## src/verilog/aqx_pkg.sv

```systemverilog
// package: offsets, reset values and timing constants of the aux register bank
package aqx_pkg;
    localparam logic [7:0] AQX_IDX_FRAME_COUNT = 8'h30;
    localparam logic [7:0] AQX_IDX_AUX_ROUTING = 8'hD0;
    localparam logic [7:0] AQX_IDX_FIFO_WAITING = 8'hE0;
    localparam logic [7:0] AQX_IDX_FIFO_CONFIG = 8'hE4;
    localparam logic [7:0] AQX_IDX_SCRATCH = 8'hF8;
    localparam logic [31:0] AQX_FRAME_COUNT_RST = 32'h0000_0000;
    localparam logic [31:0] AQX_FIFO_WAITING_RST = 32'h0000_0000;
    localparam logic [15:0] AQX_SCRATCH_RST = 16'h0000;
    localparam logic [7:0] AQX_ROUTING_RST = 8'h00;
    localparam logic AQX_PREFETCH_RST = 1'b0;
    // routing byte and FIFO config byte field positions
    localparam int AQX_A_SEL_LSB = 0;
    localparam int AQX_A_PE_BIT = 3;
    localparam int AQX_B_SEL_LSB = 4;
    localparam int AQX_B_PE_BIT = 7;
    localparam int AQX_PREFETCH_BIT = 7;
    // pulse stretch time and its cycle count at 125 MHz
    localparam int AQX_CLK_PERIOD_PS = 8000;
    localparam int AQX_STRETCH_NS = 100;
    localparam int AQX_STRETCH_CYCLES = (AQX_STRETCH_NS * 1000) / AQX_CLK_PERIOD_PS;
    localparam int AQX_STRETCH_W = 5;
    // classic wait-state length for a sample read from main memory
    localparam int AQX_WAIT_CYCLES = 4;
    localparam int AQX_WAIT_W = 3;
    typedef enum logic [1:0] {
        AQX_RD_IDLE = 2'b00,
        AQX_RD_WAIT = 2'b01,
        AQX_RD_DONE = 2'b10
    } aqx_rd_state_e;
endpackage

```

## src/verilog/aqx_stretch.sv

```systemverilog
// pulse stretcher for one auxiliary output
`timescale 1ns/1ps
module aqx_stretch
    import aqx_pkg::*;
#(
    parameter int STRETCH_CYCLES = AQX_STRETCH_CYCLES
) (
    input wire logic clk,
    input wire logic reset,
    input wire logic enable,
    input wire logic sig_in,
    output logic sig_out
);
    logic [AQX_STRETCH_W-1:0] hold_reg;
    always_ff @(posedge clk or posedge reset) begin
        if (reset) begin
            hold_reg <= '0;
        end else if (sig_in) begin
            hold_reg <= AQX_STRETCH_W'(STRETCH_CYCLES);
        end else if (hold_reg != '0) begin
            hold_reg <= hold_reg - 1'b1;
        end
    end
    // registered so the pin never glitches on mux changes
    always_ff @(posedge clk or posedge reset) begin
        if (reset) begin
            sig_out <= 1'b0;
        end else begin
            sig_out <= sig_in | (enable & (hold_reg != '0));
        end
    end
endmodule

```

## src/verilog/aqx_aux_bank.sv

```systemverilog
// extended indexed register bank: counters, aux output routing, prefetch, scratch
//
// Behaviour
// - read-only 32-bit counter: samples when not bursting, frames in burst mode.
// - counter resets to zero; host writes do not change it.
// - aux output b driven by 3-bit source selector, code 000 default.
// - aux output a driven by 3-bit source selector, code 000 default.
// - b stretch enable lengthens output b by about 100 ns; resets off.
// - a stretch enable lengthens output a by about 100 ns; resets off.
// - read-only 32-bit count of sample words queued in FIFO, resets zero.
// - top bit of FIFO config byte routes sample reads through prefetch buffer.
// - prefetch off keeps classic wait states; on avoids all of them.
// - 16-bit scratch register, resets zero, each byte reads back its last write.
// - bank select needed; odd index is upper byte of preceding even word.
// - counter reaching programmed frame limit raises an event output.
`timescale 1ns/1ps
module aqx_aux_bank
    import aqx_pkg::*;
#(
    parameter int WAIT_CYCLES = AQX_WAIT_CYCLES
) (
    input wire logic clk,
    input wire logic reset,
    input wire logic bank_select,
    input wire logic [7:0] host_index,
    input wire logic host_wr,
    input wire logic host_rd,
    input wire logic host_word,
    input wire logic [15:0] host_wdata,
    output logic [15:0] host_rdata,
    input wire logic sample_rd_req,
    output logic sample_rd_ready,
    output logic sample_from_prefetch,
    input wire logic burst_mode,
    input wire logic sample_strobe,
    input wire logic frame_done,
    input wire logic sample_queued,
    input wire logic [31:0] frame_limit_value,
    output logic frame_limit_hit,
    input wire logic timer_ch0_out,
    input wire logic timer_ch2_out,
    input wire logic digital_output_bit_four,
    input wire logic digital_output_bit_five,
    input wire logic trig_delay_end,
    input wire logic trig_delay_start,
    input wire logic irq_threshold_max,
    input wire logic sampling_active,
    input wire logic sample_hi_decode,
    input wire logic irq_line,
    input wire logic frame_timer,
    input wire logic irq_count_inc,
    input wire logic bus_ready,
    output logic aux_output_a,
    output logic aux_output_b
);
    import aqx_pkg::*;

    // ------------------------------------------------------------
    // pin synchronisers
    // ------------------------------------------------------------
    // async pin sources pass two flops; on-chip strobes enter directly
    logic [4:0] pin_s1_reg;
    logic [4:0] pin_s2_reg;
    always_ff @(posedge clk or posedge reset) begin
        if (reset) begin
            pin_s1_reg <= '0;
            pin_s2_reg <= '0;
        end else begin
            pin_s1_reg <= {timer_ch0_out, timer_ch2_out, digital_output_bit_four,
                           digital_output_bit_five, bus_ready};
            pin_s2_reg <= pin_s1_reg;
        end
    end

    // ------------------------------------------------------------
    // host access decode
    // ------------------------------------------------------------
    logic acc_wr;
    logic acc_rd;
    logic [7:0] word_index;
    assign acc_wr = host_wr & bank_select;
    assign acc_rd = host_rd & bank_select;
    assign word_index = {host_index[7:1], 1'b0};

    function automatic logic hit(input logic [7:0] idx, input logic [7:0] base,
                                 input int nbytes);
        return (idx >= base) && ({24'h000000, idx} < ({24'h000000, base} + 32'(nbytes)));
    endfunction

    // merge a write into a 16-bit word lane, honouring byte or word access
    function automatic logic [15:0] merge16(input logic [15:0] cur,
                                            input logic [15:0] wd,
                                            input logic odd, input logic word);
        logic [15:0] res;
        res = cur;
        if (word) begin
            res = wd;
        end else if (odd) begin
            res[15:8] = wd[7:0];
        end else begin
            res[7:0] = wd[7:0];
        end
        return res;
    endfunction

    // ------------------------------------------------------------
    // frame / sample counter
    // ------------------------------------------------------------
    logic [31:0] frame_count_reg;
    logic count_evt;
    assign count_evt = burst_mode ? frame_done : sample_strobe;
    always_ff @(posedge clk or posedge reset) begin
        if (reset) begin
            frame_count_reg <= AQX_FRAME_COUNT_RST;
        end else if (count_evt) begin
            frame_count_reg <= frame_count_reg + 32'h0000_0001;
        end
    end

    // one-cycle event as the counter arrives at the limit
    always_ff @(posedge clk or posedge reset) begin
        if (reset) begin
            frame_limit_hit <= 1'b0;
        end else begin
            frame_limit_hit <= count_evt &&
                (frame_count_reg + 32'h0000_0001 == frame_limit_value);
        end
    end

    // ------------------------------------------------------------
    // fifo words waiting
    // ------------------------------------------------------------
    logic [31:0] fifo_words_waiting_reg;
    logic fifo_pop;
    always_ff @(posedge clk or posedge reset) begin
        if (reset) begin
            fifo_words_waiting_reg <= AQX_FIFO_WAITING_RST;
        end else begin
            unique case ({sample_queued, fifo_pop})
                2'b10: fifo_words_waiting_reg <= fifo_words_waiting_reg + 32'h0000_0001;
                2'b01: fifo_words_waiting_reg <= fifo_words_waiting_reg - 32'h0000_0001;
                2'b00, 2'b11: fifo_words_waiting_reg <= fifo_words_waiting_reg;
            endcase
        end
    end

    // ------------------------------------------------------------
    // writable registers
    // ------------------------------------------------------------
    logic [7:0] aux_routing_reg;
    logic prefetch_buffer_en;
    logic [15:0] scratch_word_reg;
    logic [15:0] routing_m;
    assign routing_m = merge16({8'h00, aux_routing_reg}, host_wdata, host_index[0], host_word);

    always_ff @(posedge clk or posedge reset) begin
        if (reset) begin
            aux_routing_reg <= AQX_ROUTING_RST;
        end else if (acc_wr && word_index == AQX_IDX_AUX_ROUTING) begin
            aux_routing_reg <= routing_m[7:0];
        end
    end

    // config is a single byte at its even index; the upper bits are don't care
    always_ff @(posedge clk or posedge reset) begin
        if (reset) begin
            prefetch_buffer_en <= AQX_PREFETCH_RST;
        end else if (acc_wr && host_index == AQX_IDX_FIFO_CONFIG) begin
            prefetch_buffer_en <= host_wdata[AQX_PREFETCH_BIT];
        end
    end

    always_ff @(posedge clk or posedge reset) begin
        if (reset) begin
            scratch_word_reg <= AQX_SCRATCH_RST;
        end else if (acc_wr && word_index == AQX_IDX_SCRATCH) begin
            scratch_word_reg <= merge16(scratch_word_reg, host_wdata,
                                        host_index[0], host_word);
        end
    end

    // ------------------------------------------------------------
    // read-back
    // ------------------------------------------------------------
    logic [15:0] rd_word;
    always_comb begin
        rd_word = 16'h0000;
        if (hit(word_index, AQX_IDX_FRAME_COUNT, 4)) begin
            rd_word = word_index[1] ? frame_count_reg[31:16] : frame_count_reg[15:0];
        end else if (word_index == AQX_IDX_AUX_ROUTING) begin
            rd_word = {8'h00, aux_routing_reg};
        end else if (hit(word_index, AQX_IDX_FIFO_WAITING, 4)) begin
            rd_word = word_index[1] ? fifo_words_waiting_reg[31:16]
                                    : fifo_words_waiting_reg[15:0];
        end else if (word_index == AQX_IDX_FIFO_CONFIG) begin
            rd_word = {8'h00, prefetch_buffer_en, 7'h00};
        end else if (word_index == AQX_IDX_SCRATCH) begin
            rd_word = scratch_word_reg;
        end
    end

    // unmapped reads return zero; bank-off reads leave the read data unchanged
    always_ff @(posedge clk or posedge reset) begin
        if (reset) begin
            host_rdata <= 16'h0000;
        end else if (acc_rd) begin
            if (host_word) begin
                host_rdata <= rd_word;
            end else begin
                host_rdata <= {8'h00, host_index[0] ? rd_word[15:8] : rd_word[7:0]};
            end
        end
    end

    // ------------------------------------------------------------
    // sample read timing
    // ------------------------------------------------------------
    // prefetch answers next cycle; main memory path holds ready low
    aqx_rd_state_e rd_state_reg;
    logic [AQX_WAIT_W-1:0] wait_cnt_reg;
    assign fifo_pop = (rd_state_reg == AQX_RD_DONE);
    always_ff @(posedge clk or posedge reset) begin
        if (reset) begin
            rd_state_reg <= AQX_RD_IDLE;
            wait_cnt_reg <= '0;
            sample_rd_ready <= 1'b1;
            sample_from_prefetch <= 1'b0;
        end else begin
            unique case (rd_state_reg)
                AQX_RD_IDLE: begin
                    if (sample_rd_req) begin
                        sample_from_prefetch <= prefetch_buffer_en;
                        if (prefetch_buffer_en) begin
                            rd_state_reg <= AQX_RD_DONE;
                        end else begin
                            sample_rd_ready <= 1'b0;
                            wait_cnt_reg <= AQX_WAIT_W'(WAIT_CYCLES - 1);
                            rd_state_reg <= AQX_RD_WAIT;
                        end
                    end
                end
                AQX_RD_WAIT: begin
                    if (wait_cnt_reg == '0) begin
                        sample_rd_ready <= 1'b1;
                        rd_state_reg <= AQX_RD_DONE;
                    end else begin
                        wait_cnt_reg <= wait_cnt_reg - 1'b1;
                    end
                end
                AQX_RD_DONE: begin
                    rd_state_reg <= AQX_RD_IDLE;
                end
                default: begin
                    rd_state_reg <= AQX_RD_IDLE;
                end
            endcase
        end
    end

    // ------------------------------------------------------------
    // aux output routing
    // ------------------------------------------------------------
    logic src_a;
    logic src_b;
    always_comb begin
        unique case (aux_routing_reg[AQX_A_SEL_LSB +: 3])
            3'h0: src_a = pin_s2_reg[4];
            3'h1: src_a = pin_s2_reg[2];
            3'h2: src_a = trig_delay_end;
            3'h3: src_a = trig_delay_start;
            3'h4: src_a = irq_threshold_max;
            3'h5: src_a = sampling_active;
            3'h6: src_a = sample_hi_decode;
            3'h7: src_a = irq_line;
        endcase
    end
    always_comb begin
        unique case (aux_routing_reg[AQX_B_SEL_LSB +: 3])
            3'h0: src_b = pin_s2_reg[3];
            3'h1: src_b = pin_s2_reg[1];
            3'h2: src_b = sample_strobe;
            3'h3: src_b = sampling_active;
            3'h4: src_b = frame_timer;
            3'h5: src_b = irq_count_inc;
            3'h6: src_b = 1'b0;
            3'h7: src_b = pin_s2_reg[0];
        endcase
    end

    aqx_stretch #(
        .STRETCH_CYCLES(AQX_STRETCH_CYCLES)
    ) u_stretch_a (
        .clk(clk),
        .reset(reset),
        .enable(aux_routing_reg[AQX_A_PE_BIT]),
        .sig_in(src_a),
        .sig_out(aux_output_a)
    );

    aqx_stretch #(
        .STRETCH_CYCLES(AQX_STRETCH_CYCLES)
    ) u_stretch_b (
        .clk(clk),
        .reset(reset),
        .enable(aux_routing_reg[AQX_B_PE_BIT]),
        .sig_in(src_b),
        .sig_out(aux_output_b)
    );
endmodule

```

## config.mk

```make
export PLATFORM = sky130hd
export DESIGN_NAME = aqx_aux_bank
export DESIGN_NICKNAME = d
export VERILOG_FILES = /design/src/verilog/aqx_pkg.sv /design/src/verilog/aqx_stretch.sv /design/src/verilog/aqx_aux_bank.sv
export SDC_FILE = /design/constraint.sdc
export NUM_CORES = 1
export LEC_CHECK = 0
export ABC_AREA = 1
export BUFFER_PORTS_ARGS = -buffer_cell sky130_fd_sc_hd__buf_2
export CAP_MARGIN = 20
export CELL_PAD_IN_SITES_DETAIL_PLACEMENT = 1
export CELL_PAD_IN_SITES_GLOBAL_PLACEMENT = 1
export CORE_AREA = 2 2 239 123
export CTS_BUF_LIST = sky130_fd_sc_hd__clkbuf_4
export DETAILED_ROUTE_END_ITERATION = 8
export DIE_AREA = 0 0 241 125
export PLACE_DENSITY_LB_ADDON = 0.08
export SYNTH_ARGS = -nofsm -noshare
export SYNTH_HDL_FRONTEND = slang
export SYNTH_SLANG_ARGS = --single-unit
```

## constraint.sdc

```tcl
create_clock -name clk -period 4.5 [get_ports clk]
set_clock_uncertainty 0.1 [all_clocks]
set_input_delay 0.225 -clock clk [delete_from_list [all_inputs] [get_ports clk]]
set_output_delay 0.225 -clock clk [all_outputs]
set_load 0.005 [all_outputs]
```

# Word-level counts from Yosys, hierarchy flattened
# Cells that the tools add are included.
totals:
  input_bits: 80
  reg_bits: 135
  out_inout_bits: 21
  wordCells: 121
op_classes:
  n_bitwise: 6
  eq_ne: 29
  order_cmp: 4
  addsub: 6
  n_mux: 33
  n_reduce_logical: 25
ops:
  columns: ["operator", "count"]
  rows:
  - ["two-way mux 16 bit", 9]
  - ["adder 32 x 1 -> 32 bit (second input constant)", 2]
  - ["case mux 32 bit (2 select lines)", 1]
  - ["equality test 32 bit", 1]
  - ["two-way mux 8 bit", 4]
  - ["subtractor 32 x 1 -> 32 bit (second input constant)", 1]
  - ["equality test 3 bit (second input constant)", 8]
  - ["equality test 7 bit (second input constant)", 3]
  - ["two-way mux 5 bit", 4]
  - ["case mux 1 bit (8 select lines)", 2]
  - ["equality test 3 x 2 -> 1 bit (second input constant)", 4]
  - ["AND reduction 2 bit", 5]
  - ["nonzero test 5 bit", 2]
  - ["subtractor 5 x 1 -> 5 bit (second input constant)", 2]
  - ["logical NOT 3 bit", 3]
  - ["two-way mux 3 bit", 3]
  - ["equality test 8 bit (second input constant)", 1]
  - [">= comparator 8 x 6 -> 1 bit (second input constant)", 1]
  - [">= comparator 8 bit (second input constant)", 1]
  - ["< comparator 8 x 6 -> 1 bit (second input constant)", 1]
  - ["< comparator 8 bit (second input constant)", 1]
  - ["inequality test 2 bit (second input constant)", 4]
  - ["AND reduction 4 bit", 2]
  - ["nonzero test 2 bit", 4]
  - ["other kinds (15)", 34]

# Logic depth before layout (Yosys ltp)
depth:
  depth_word: 8
  ltp_mapped: 21
  ltp_nobuf: 18

# Cells and area by module
# From an unflattened synthesis, not the netlist that was laid out.
hier_totals:
  hier_cells: 1502
  hier_area_um2: 9965.8
by_module_without_submodules:
  columns: ["module", "n_inst", "area_each_um2", "seq_area_each_um2", "cells_per_inst"]
  rows:
  - ["aqx_aux_bank", 1, 9362.7, 3079.2, 1432]
  - ["aqx_stretch", 2, 301.5, 150.1, 35]

# Least setup slack after synthesis
# Ideal clock, no wire load.
synth_path:
  kind: "register to register"
  start: "reg rd_state_reg[0]"
  end: "reg fifo_words_waiting_reg[16]"
  path_buffers: 2
  period_less_slack_ns: 2.497
  setup_slack_ns: 2.003
  t_arrival_ns: 2.279
  stages_incl_launch_ff: 17
  t_required_ns: 4.282
  setup_ns: 0.118
  path_cell_list: "dfrtp_1 nor2_1 ha_1 buf_6 buf_8 nand2_1 nand2_1 inv_1 ha_1 a21oi_1 o21ai_2 a21oi_1 inv_1 a21oi_1 o21ai_1 a21oi_1 nor2_1"
synth_via:
  elab_chain_cells: 3
  elab_cells_between_ends: 7
  classes_between: "4 x eq/ne; 1 x mux; 2 x reduce/logical"
synth_rtl:
  columns: ["item", "line_no", "rtl"]
  rows:
  - ["from (decl)", "aqx_aux_bank.sv:219", "aqx_rd_state_e rd_state_reg;"]
  - ["from (signal assigned)", "aqx_aux_bank.sv:224", "rd_state_reg <= AQX_RD_IDLE;"]
  - ["from (signal assigned)", "aqx_aux_bank.sv:234", "rd_state_reg <= AQX_RD_DONE;"]
  - ["from (signal assigned)", "aqx_aux_bank.sv:238", "rd_state_reg <= AQX_RD_WAIT;"]
  - ["equality test 2 bit (*)", "aqx_aux_bank.sv:221", "assign fifo_pop = (rd_state_reg == AQX_RD_DONE);"]
  - ["equality test 2 x 1 -> 1 bit (tied with other cells)", "aqx_aux_bank.sv:139", "unique case ({sample_queued, fifo_pop})"]
  - ["case mux 32 bit (2 select lines) or OR reduction 2 bit (tied branches)", "aqx_aux_bank.sv:139", null]
  - ["to (signal assigned)", "aqx_aux_bank.sv:140", "2'b10: fifo_words_waiting_reg <= fifo_words_waiting_reg + 32'h0000_0001;"]
  - ["to (signal assigned)", "aqx_aux_bank.sv:141", "2'b01: fifo_words_waiting_reg <= fifo_words_waiting_reg - 32'h0000_0001;"]
  - ["to (signal assigned)", "aqx_aux_bank.sv:142", "2'b00, 2'b11: fifo_words_waiting_reg <= fifo_words_waiting_reg;"]
  - ["to (decl)", "aqx_aux_bank.sv:133", "logic [31:0] fifo_words_waiting_reg;"]
# Every way passes the cells marked *; elsewhere a longest branch is shown, timed or not.
# A chain may end at the register's enable or synchronous reset.

# Worst setup path after layout
layout_path:
  start: "reg frame_count_reg[0]"
  end: "reg frame_limit_hit"
layout_via:
  elab_chain_cells: 3
layout_rtl:
  columns: ["item", "line_no", "rtl"]
  rows:
  - ["from (decl)", "aqx_aux_bank.sv:109", "logic [31:0] frame_count_reg;"]
  - ["from (signal assigned)", "aqx_aux_bank.sv:116", "frame_count_reg <= frame_count_reg + 32'h0000_0001;"]
  - ["adder 32 x 1 -> 32 bit", "aqx_aux_bank.sv:126", "(frame_count_reg + 32'h0000_0001 == frame_limit_value);"]
  - ["equality test 32 bit", "aqx_aux_bank.sv:126", null]
  - ["logical AND 1 bit", "aqx_aux_bank.sv:125", "frame_limit_hit <= count_evt &&"]
  - ["to (signal assigned)", "aqx_aux_bank.sv:125", null]
  - ["to (decl)", "aqx_aux_bank.sv:39", "output logic frame_limit_hit,"]
# Every way passes these cells.

==> metrics.cfg <==
[setup_path]
cpMostUsedCell = nor2_1
ff2ff_path_depth = 14
r2r_slack_ns = 0.81
cp_max_fo = 5
startpoint = frame_count_reg[0]
critical_path.cell_chain = ha_1 -> nand2_1 -> nor2_1 -> nand2_1 -> nor2_1 -> nand2_1 -> nor2_1 -> nand2_1 -> xnor3_1 -> nor2_1 -> nand4_1 -> dlygate4sd3_1 -> nor2_1 -> dlygate4sd3_1
crit_path_start_kind = flop
path_delay_family = simple AND/OR/NAND/NOR gates
cp_slowest_cell = dlygate4sd3_1
critPathBufInv = 2
cpPeakStageDelay_ns = 0.58
critPathCaptureType = flop
critPathArrivalTime_ns = 4.16
crit_type = flop to flop
rr_startpoint = frame_count_reg[0]
rr_endpoint = frame_limit_hit
required_ns = 4.98

[die]
start_util_pct = 34.4
fp-row-count = 44
boundaryPins = 101
core_area_um2 = 28300
dieArea_um2 = 30100
die_w_um = 241
dieHeight_um = 125

[sta]
timing.hold.ws_ns = 0.0526
finalWorstSetupSlack_ns = 0.814
drv_slew = 0
fin_setup_tns_ns = 0
hold_violations = 0
post-route-min-period_ns = 3.69
relSlewSlack_pct = 39.4
clock.fmax_ghz = 0.271
rsz0062_at_grt = false
setup_viol = 0
tightest_slew_ns = 0.898
fin_crit_sh_pct = 81.9

[place]
place_congestion = 0.937
preCtsSetupSlack_ns = 1.07
numPortBuffers = 100
hpwlAfterDp_mm = 32.9

[clock_tree]
cts_max_level = 4
path_clk_slew_ns = 0.15
insertion_delay_ns = 0.63
cts_tree = built
cts.sinks = 135
cts_resized = 0
cts_root_buffer = clkbuf_4
cts_buffers = 17
cts_setup_buffers = 0
clk_path_buf_depth = 2

[synth]
async_reset_ff_share_pct = 100
syn_area_um2 = 9740
yosys.area.top_type = dfrtp_1
synth-edff-count = 0
synthTopCellsByArea = dfrtp_1 34%, nand2_1 18%, inv_1 7.1%, o21ai_0 6.8%, nor2_1 6.5%
synth_top_area_share_pct = 34.4
synth_fp_nets = 1559
synthDistinctLibCells = 56
syn_inst = 1469
ys_seq_area_share_pct = 34.7
ys_warn_count = 0
ys_ff_latch = 135
ys.flop_type = dfrtp_1
postSynthAreaPerCell_um2 = 6.63

[global_route]
overflow = 0
grt_pass1_wl_mm = 61.9
grt_pass1_vias = 10000
grt_usage_pct = 27.9
grt_antenna_before_repair = 1
grt_max_degree = 68

[run_status]
status = finished, final reports clean

[detailed_routing]
via_per_inst = 5.16
drtAntennaViolNets = 0
drt-wirelength-per-cell_um = 20.5
num_vias = 10400
drc_errors = 0
wl_mm = 41.2
drt-initial-drc-count = 1002
drt_pass1_iterations = 5

[power_and_ir_drop]
seqPwrFrac_pct = 42.1
p_sw_share_pct = 48.2
switchingPower_mw = 2.18
powerDensity_nw_per_um2 = 401
ir_worst_vdd_uv = 146
p_int_mw = 2.34
combPwrFrac_pct = 38.7
clkPwrFrac_pct = 19.2
leakage_nw = 5.56
total_power_mw = 4.53

[worst_hold_path]
min_from = sampling_active
hold_path_depth = 5
min_to = u_stretch_b.sig_out
worstHoldPathType = input pin to flop

[finish]
area_growth_pct = 16.2
final.fill_count = 3739
layout-drive-gt1-share_pct = 12.4
fin_util_pct = 40.0
finalNetCount = 1697

[run]
maxCapViolations = 0

==> layer usage <==
metal	global-route usage (%)	wire [µm]
met4	4.58	374
met3	10.3	3930
met2	33.2	14200
met1	46.1	22700
met5	0	0
==> layout by cell type, fill, tap and decap left out, types with 4 or more instances in the layout <==
cell type      instances
a21oi_1               46
a221oi_1               4
a31oi_1                7
buf_2                100
buf_4                 15
clkbuf_4              17
clkinv_1               9
clkinv_4               4
dfrtp_1              134
dlygate4sd3_1         37
ha_1                   9
inv_1                182
inv_2                 10
inv_6                  7
nand2_1              457
nand2_2                4
nand3_1               86
nand3b_1               9
nand4_1               12
nor2_1               169
nor2_2                11
nor2_4                 5
nor3_1                 7
o211ai_1              27
o21ai_0              132
o21ai_1               21
o21ai_2                4
o21bai_1               8
or2_2                  4
xnor2_1                6
xor2_1                24
==> synth_stat cells (all sizes together) (12+ instances only) <==
cell	count
nor2	185
a21oi	46
o211ai	27
inv	193
nand2	461
nand3	88
dfrtp	134
nand4	12
clkbuf	25
o21ai	157
xor2	28
==> worst register-to-register path, delay by kind of cell, from the launching register on <==
family | cells | cell delay (ns)
simple gates | 10 | 1.52
buf+inv | 2 | 1.15
flops | 1 | 0.47
xor+xnor | 1 | 0.21
fa+ha+maj | 1 | 0.20
==> worst max path at each step <==
stage                                  to  slack, ns  cells after the start
5_1_grt                   frame_limit_hit       0.65                     14
3_3_place_gp   fifo_words_waiting_reg[31]       1.16                     16
2_1_floorplan          aux_routing_reg[0]       0.57                      1
3_5_place_dp   fifo_words_waiting_reg[26]       1.07                     16
4_1_cts                   frame_limit_hit       0.86                     14
6_report                  frame_limit_hit       0.81                     14
==> stage by stage <==
stage / area [µm²] / cells
after CTS: 11300 / 2010
after global placement: 10700 / 1941
after floorplan: 9740 / 1469
after detailed placement: 10700 / 1941
after global routing: 11300 / 2013
final: 11300 / 2013
==> power groups by stage <==
stage / sequential (mW) / clock [mW] / combinational, mW
floorplan: 1.73 / 0 / 1.19
global placement: 1.91 / 0 / 1.67
detailed placement: 1.92 / 0 / 1.70
CTS: 1.90 / 0.898 / 1.73
global route: 1.95 / 0.949 / 1.96
finish: 1.91 / 0.868 / 1.75
==> repair_timing <==
| action | CTS | global route |
|---|---|---|
| hold buffers | 37 | 0 |
| hold endpoints to repair | 118 | 0 |
| setup endpoints to repair | 0 | 0 |
==> kinds of logic (layout without fill, tap and decap cells) <==
| group | count (synthesis) | count (layout) | synth area share [%] |
|---|---|---|---|
| AND/OR/NAND/NOR | 776 | 776 | 33.2 |
| AO/OA/AOI/OAI | 274 | 274 | 16.3 |
| buffers and inverters | 234 | 385 | 9.63 |
| flip-flops | 135 | 135 | 34.7 |
| XOR/XNOR | 40 | 40 | 4.87 |
| adder cells (fa/ha/maj) | 10 | 10 | 1.29 |
| other | 0 | 2 | 0 |
==> cell type report <==
class	count	area (µm²)	area share, %
repair buffers	153	988	8.74
clock buffers	17	128	1.13
flip-flops and latches	135	3380	29.9
diodes	2	5.00	0.0443
inverters	200	756	6.68
clock inverters	15	141	1.25
multi-input cells	1100	5420	47.9
well taps	391	489	4.33
No activity file was read; power rests on OpenSTA's default activity.
